## src/rtl/ltx_regs.vh

```
// Register map, field positions, reset values and codes of the line control.
`ifndef LTX_REGS_VH
`define LTX_REGS_VH
`define LTX_CTL2_ADDR 16'h3c08
`define LTX_CTL2_INDEX 16'h0f02
`define LTX_PAT_ADDR 16'h3c04
`define LTX_DET_ADDR 16'h3c0c
`define LTX_STAT_ADDR 16'h3c10
`define LTX_TX_DRIVER_ENABLE_PIN_BIT 3
`define LTX_LOOP_HI 2
`define LTX_LOOP_LO 0
`define LTX_CTL2_RST 8'h00
`define LTX_PAT_RST 3'h0
`define LTX_DET_RST 2'h0
`define LTX_PAT_LUC 3'h6
`define LTX_PAT_LDC 3'h7
`define LTX_LB_NONE 3'h0
`define LTX_LB_DUAL 3'h4
`define LTX_LB_ANA 3'h5
`define LTX_LB_REM 3'h6
`define LTX_LB_DIG 3'h7
`define LTX_LUC_PAT 5'h01
`define LTX_LDC_PAT 5'h03
`endif

```

## src/rtl/ltx_line_ctl.v

```verilog
// Transmit driver gating and loop-back control for one line channel.
`timescale 1ns/10ps
`include "ltx_regs.vh"

// Notes on behaviour
// [RQ1] Control bit 3 turns the driver on; zero tri-states tip and ring.
// [RQ2] Driver is on only while enable pin is high and bit is set.
// [RQ3] Bits 2..0 select loop-back: none, dual, analog, remote, digital.
// [RQ4] While sending loop-up code, ignore loop-code detect and remote loop.
// [RQ5] Pattern code 111 sends a repeating loop-down code on the line.
module ltx_line_ctl (
	input wire clk,
	input wire nrst,
	input wire psel,
	input wire penable,
	input wire pwrite,
	input wire [15:0] paddr,
	input wire [31:0] pwdata,
	output reg [31:0] prdata,
	output reg pready,
	output reg pslverr,
	input wire tx_driver_enable_pin,
	input wire tx_data_in,
	input wire [1:0] rx_code_seen,
	output reg line_out_tip,
	output reg line_out_ring,
	output reg line_out_tip_oe_n,
	output reg line_out_ring_oe_n,
	output reg [2:0] loopback_mode_sel,
	output reg loop_remote_auto,
	output reg [1:0] code_detect_out
);

	reg pin_s1_r;
	reg pin_s2_r;
	reg [7:0] ctl2_r;
	reg [2:0] pat_r;
	reg [2:0] pat_prev_r;
	reg [1:0] loop_code_detect_enable_r;
	reg [4:0] code_sh_r;
	reg data_r;
	reg drv_on;
	reg send_loop_up_code;
	reg send_loop_down_code;
	reg [1:0] det_eff;
	reg [2:0] lb_eff;
	reg line_bit;
	wire acc;
	wire wr;

	// Compares a bus address with one register's byte address.
	function is_addr;
		input [15:0] a;
		input [15:0] ref_a;
		begin
			is_addr = (a == ref_a);
		end
	endfunction

	assign acc = psel & penable & pready;
	assign wr = acc & pwrite;

	// The pin is asynchronous to clk, so it is synchronised first.
	always @(posedge clk or negedge nrst) begin
		if (!nrst) begin
			pin_s1_r <= 1'b0;
			pin_s2_r <= 1'b0;
			data_r <= 1'b0;
		end else begin
			pin_s1_r <= tx_driver_enable_pin;
			pin_s2_r <= pin_s1_r;
			data_r <= tx_data_in;
		end
	end

	always @(posedge clk or negedge nrst) begin
		if (!nrst) begin
			ctl2_r <= `LTX_CTL2_RST; // see [RQ1] see [RQ3]
			pat_r <= `LTX_PAT_RST;
			loop_code_detect_enable_r <= `LTX_DET_RST;
			pready <= 1'b0;
			pslverr <= 1'b0;
			prdata <= 32'h00000000;
		end else begin
			pready <= psel & ~penable;
			pslverr <= 1'b0;
			if (psel & ~penable) begin
				prdata <= 32'h00000000;
				if (is_addr(paddr, `LTX_CTL2_ADDR))
					prdata <= {24'h000000, ctl2_r};
				else if (is_addr(paddr, `LTX_PAT_ADDR))
					prdata <= {29'h00000000, pat_r};
				else if (is_addr(paddr, `LTX_DET_ADDR))
					prdata <= {30'h00000000, loop_code_detect_enable_r};
				else if (is_addr(paddr, `LTX_STAT_ADDR))
					prdata <= {26'h0000000, send_loop_up_code, drv_on,
						pin_s2_r, lb_eff};
				else
					pslverr <= 1'b1;
			end
			if (wr) begin
				if (is_addr(paddr, `LTX_CTL2_ADDR))
					ctl2_r <= pwdata[7:0];
				if (is_addr(paddr, `LTX_PAT_ADDR))
					pat_r <= pwdata[2:0];
				if (is_addr(paddr, `LTX_DET_ADDR))
					loop_code_detect_enable_r <= pwdata[1:0];
			end
		end
	end

	always @* begin
		drv_on = pin_s2_r & ctl2_r[`LTX_TX_DRIVER_ENABLE_PIN_BIT]; // see [RQ1] see [RQ2]
		send_loop_up_code = (pat_r == `LTX_PAT_LUC);
		send_loop_down_code = (pat_r == `LTX_PAT_LDC);
		// Suppressing detection avoids looping ourselves when far end answers.
		det_eff = send_loop_up_code ? 2'h0 :
			loop_code_detect_enable_r; // see [RQ4]
		lb_eff = ctl2_r[`LTX_LOOP_HI:`LTX_LOOP_LO]; // see [RQ3]
		if (send_loop_up_code)
			line_bit = code_sh_r[4];
		else if (send_loop_down_code)
			line_bit = code_sh_r[4]; // see [RQ5]
		else
			line_bit = data_r;
	end

	always @(posedge clk or negedge nrst) begin
		if (!nrst) begin
			code_sh_r <= 5'h00;
			pat_prev_r <= `LTX_PAT_RST;
			line_out_tip <= 1'b0;
			line_out_ring <= 1'b0;
			line_out_tip_oe_n <= 1'b1;
			line_out_ring_oe_n <= 1'b1;
			loopback_mode_sel <= `LTX_LB_NONE;
			loop_remote_auto <= 1'b0;
			code_detect_out <= 2'h0;
		end else begin
			// A new loop-code selector value reloads the shifter, so that a
			// switch between codes never keeps rotating the old one.
			pat_prev_r <= pat_r;
			if (send_loop_up_code &
				((code_sh_r == 5'h00) | (pat_r != pat_prev_r)))
				code_sh_r <= `LTX_LUC_PAT;
			else if (send_loop_down_code &
				((code_sh_r == 5'h00) | (pat_r != pat_prev_r)))
				code_sh_r <= `LTX_LDC_PAT; // see [RQ5]
			else if (send_loop_up_code | send_loop_down_code)
				code_sh_r <= {code_sh_r[3:0], code_sh_r[4]};
			else
				code_sh_r <= 5'h00;
			line_out_tip <= drv_on & line_bit;
			line_out_ring <= drv_on & ~line_bit;
			line_out_tip_oe_n <= ~drv_on; // see [RQ1] see [RQ2]
			line_out_ring_oe_n <= ~drv_on;
			loopback_mode_sel <= lb_eff;
			code_detect_out <= det_eff;
			loop_remote_auto <= ~send_loop_up_code &
				(rx_code_seen[0] & det_eff[0]); // see [RQ4]
		end
	end

endmodule // ltx_line_ctl

```

## config.mk

```make
export PLATFORM = sky130hd
export DESIGN_NAME = ltx_line_ctl
export DESIGN_NICKNAME = d
export VERILOG_FILES = /design/src/rtl/ltx_line_ctl.v
export VERILOG_INCLUDE_DIRS = /design/src /design/src/rtl
export SDC_FILE = /design/constraint.sdc
export NUM_CORES = 1
export LEC_CHECK = 0
export BUFFER_PORTS_ARGS = -buffer_cell sky130_fd_sc_hd__buf_2
export CAP_MARGIN = 20
export CORE_ASPECT_RATIO = 2
export CORE_MARGIN = 3
export CORE_UTILIZATION = 42
export CTS_BUF_LIST = sky130_fd_sc_hd__clkbuf_8
export DETAILED_ROUTE_END_ITERATION = 7
export MAX_ROUTING_LAYER = met4
export PLACE_DENSITY = 0.79
export SLEW_MARGIN = 20
export SYNTH_ARGS = -nofsm -noshare
export SYNTH_HDL_FRONTEND = slang
export SYNTH_SLANG_ARGS = --single-unit
```

## constraint.sdc

```tcl
create_clock -name clk -period 1.4 [get_ports clk]
set_input_delay 0.14 -clock clk [delete_from_list [all_inputs] [get_ports clk]]
set_output_delay 0.14 -clock clk [all_outputs]
set_load 0.02 [all_outputs]
```

==> impl_metrics.csv <==
group,metric,value,unit
min_path,hold_end,"ctl2_r[6]$_DFFE_PN0P_",
timing,fmax,0.6911,GHz
global_route,grt_pass1_wl,6272,um
timing,hold_violations,0,
setup_path,reg2regPathDepth,4,
setup_path,critical_path.cell_chain,"nand4_1 -> nor4_4 -> buf_6 -> mux2_2",
min_path,hp-class,"in2reg",
cts,clock_path_buffers,2,
setup_path,r2r_end,"ctl2_r[2]$_DFFE_PN0P_",
cts,clkSlewWorstSetupHoldPaths,0.08,ns
synth,syn_avg_cell_area,12.26,um2
synth,synth_top_area_share,0.5426,
cells_and_area,final_cell_area,2491,um2
power_and_ir_drop,ir_worst_vdd,0.7814,mV
route,wl_per_cell,14.08,um
synth,seq_area_frac_synth,0.5562,
timing,fin_crit_sh,1.034,
timing,fin_crit,1.447,ns
placed_design,finalWeightedCongestion,0.7796,
synth,synth_area,1937,um2
synth,synth_area_leaders,"dfrtp_1 (54%), buf_4 (9.7%), mux2_2 (7.6%)",
floorplan,dieHeight,102.0,um
flow_run,maxCapViolations,0,
route,wl,4028,um
power_and_ir_drop,static-leakage-power,1.352,nW
route,ant_nets,0,
setup_path,critPathMaxFanout,8,
synth,ys_seq_elements,43,
synth,synth_warnings,0,
route,drc_errors,0,
cts,root_buffer,"clkbuf_8",
route,firstDrtPassIters,4,
setup_path,crit_path_start_kind,"flop",
min_path,worstHoldPathCells,2,
cts,cts_sinks,43,
route,drt_iter0_markers,23,
cts,cts_tree,"built",
route,viasPerCell,4.909,
setup_path,critPathCaptureType,"flop",
cells_and_area,synthToLayoutAreaGrowth,28.62,%
floorplan,rows,34,
global_route,gr-total-overflow,0,
setup_path,crit_arrival,1.63,ns
power_and_ir_drop,p_per_area,980.3,nW/um2
timing,rsz0062_at_grt,"true",
global_route,grt_max_degree,44,
global_route,grtUsageMet1,0.1721,
route,vias,1404,
setup_path,reg2reg_from,"pready$_DFF_PN0_",
power_and_ir_drop,power,2.442,mW
global_route,use_met2,0.2841,
setup_path,slowest_stage,"dfrtp_2",
global_route,antenna_found_initial,0,
placed_design,dp.final_hpwl,3118,um
setup_path,crit_type,"reg2reg",
cells_and_area,fillers,395,
global_route,grt_pass1_vias,1322,
placed_design,portBuffers,51,
cts,htreeDepth,2,
synth,synth_top_cell_by_area,"dfrtp_1",
placed_design,dp_slack,-0.2989,ns
synth,synth_cells,158,
setup_path,cp_slowest_stage_delay,0.36,ns
min_path,hp-start,"pwdata[6]",
global_route,top_usage_layer,"met2",
floorplan,die_x,54.02,um
floorplan,core_area,4382,um2
cells_and_area,diodes,0,
global_route,use_met3,0.03504,
cts,cts_made_buffers,5,
synth,synth.distinct_cells,36,
floorplan,dieArea,5512,um2
timing,setup_slack,-0.04702,ns
setup_path,rrSetupSlack,-0.05,ns
cells_and_area,final_core_util,0.5685,
cells_and_area,drive_above_1_share,0.4267,
timing,maxSlewViolCount,0,
floorplan,io-pin-count,101,
cells_and_area,nets,288,
global_route,grt_usage,0.1622,
status,status,"complete, but fails checks",
placed_design,place_area,2270,um2
timing,fin_worst_skew,0.003997,ns
status,violations,"negative setup slack",
setup_path,worst_ep_required_time,1.58,ns
floorplan,start_util,0.4420,
cts,worst_skew_pair.late_latency,0.30,ns
timing,setup_viol,11,
[power by group]
group	switching (mW)	internal [mW]
clock	0.407	0.577
combinational	0.137	0.0702
sequential	0.00257	1.25
[per-stage QoR]
stage	TNS, ns	hold slack [ns]	instances
2_1_floorplan	-1.491	-0.1556	181
3_3_place_gp	-3.554	0.1276	273
3_5_place_dp	-3.887	0.1343	273
4_1_cts	-0.1788	0.07004	285
5_1_grt	-0.7373	0.07458	286
6_report	-0.1632	0.07318	286
[worst max-delay path: cells and delay by family, from the launching register on]
kind | cells | cell delay, ns
DFF | 1 | 0.36
muxes | 1 | 0.34
and+or+nand+nor | 2 | 0.43
buffers and inverters | 1 | 0.19
[synthesized netlist by cell type, drive strengths merged]
master  instances
a221o           1
mux2i           3
or4             1
mux2           13
a21oi           1
nor2b           1
dfrtp          42
nor4            5
inv             4
conb            1
buf            25
and3            4
o31ai           4
nor3b           1
nand4           4
nor3            2
nand4b          2
xnor2           3
a22o            2
o21ai           1
and4bb          1
nand2b          3
nor2            6
nor4b           3
and2            3
nand3b          1
nand2          10
dfstp           1
nand3           1
a21o            5
o41ai           1
xor2            1
clkbuf          2
[area by class of cell]
type,count,area (um2),share of cell area
clock inverter,2,35.03,0.01406
inverter,4,15.01,0.006027
tap,54,67.56,0.02712
sequential,43,1079,0.4329
timing repair buffer,70,421.7,0.1693
clock buffer,6,82.58,0.03315
multi-input combinational,107,790.8,0.3174
[layout by cell type (no fill, tap or decap), types with 4 or more instances in the layout]
master	n
mux2_4	9
buf_2	51
and3_1	4
o31ai_1	4
inv_1	4
a21o_1	5
clkbuf_8	6
buf_4	14
nand2_1	10
nor2_1	5
dfrtp_1	41
mux2_2	4
conb_1	24
[metal layers]
metal	wire length (um)	part of all wire
met4	78	0.019
met5	0	0
met3	245	0.061
met1	1372	0.34
met2	2332	0.58
[worst max path at each step]
stage / start / to / slack [ns] / cells past startpoint
final: pready$_DFF_PN0_ / ctl2_r[2]$_DFFE_PN0P_ / -0.05 / 4
after global placement: paddr[7] / pat_r[0]$_DFFE_PN0P_ / -0.30 / 6
after CTS: pready$_DFF_PN0_ / pat_r[2]$_DFFE_PN0P_ / -0.03 / 4
after global routing: pready$_DFF_PN0_ / pat_r[2]$_DFFE_PN0P_ / -0.1 / 4
after floorplan: paddr[7] / ctl2_r[0]$_DFFE_PN0P_ / -0.13 / 4
after detailed placement: paddr[7] / pat_r[2]$_DFFE_PN0P_ / -0.30 / 6
[timing repair]
item / CTS / global route
endpoints found under the setup margin: 13 / 19
setup buffers: 1 / 1
gates resized for setup: 6 / 9
pin swaps: 2 / 3
hold buffers: 3 / 0
endpoints found under the hold margin: 44 / 0
[state kept, by name, summed over array words and instances, names as in the netlist, 2 cells and up]
signal,count
code_sh_r,5
pat_prev_r,3
loopback_mode_sel,3
code_detect_out,2
pat_r,3
loop_code_detect_enable_r,2
ctl2_r,8
prdata,8
[logic make-up after synthesis]
group                     Yosys count  share of synthesized area
and+or+nand+nor                    48                     0.1654
AOI/OAI and AO/OA                  15                    0.05879
xor gates and xnor gates            4                    0.01809
DFF                                43                     0.5562
buffers and inverters              31                     0.1085
other                               1                   0.001936
muxes                              16                    0.09109
Power figures use the tool's default switching activity.
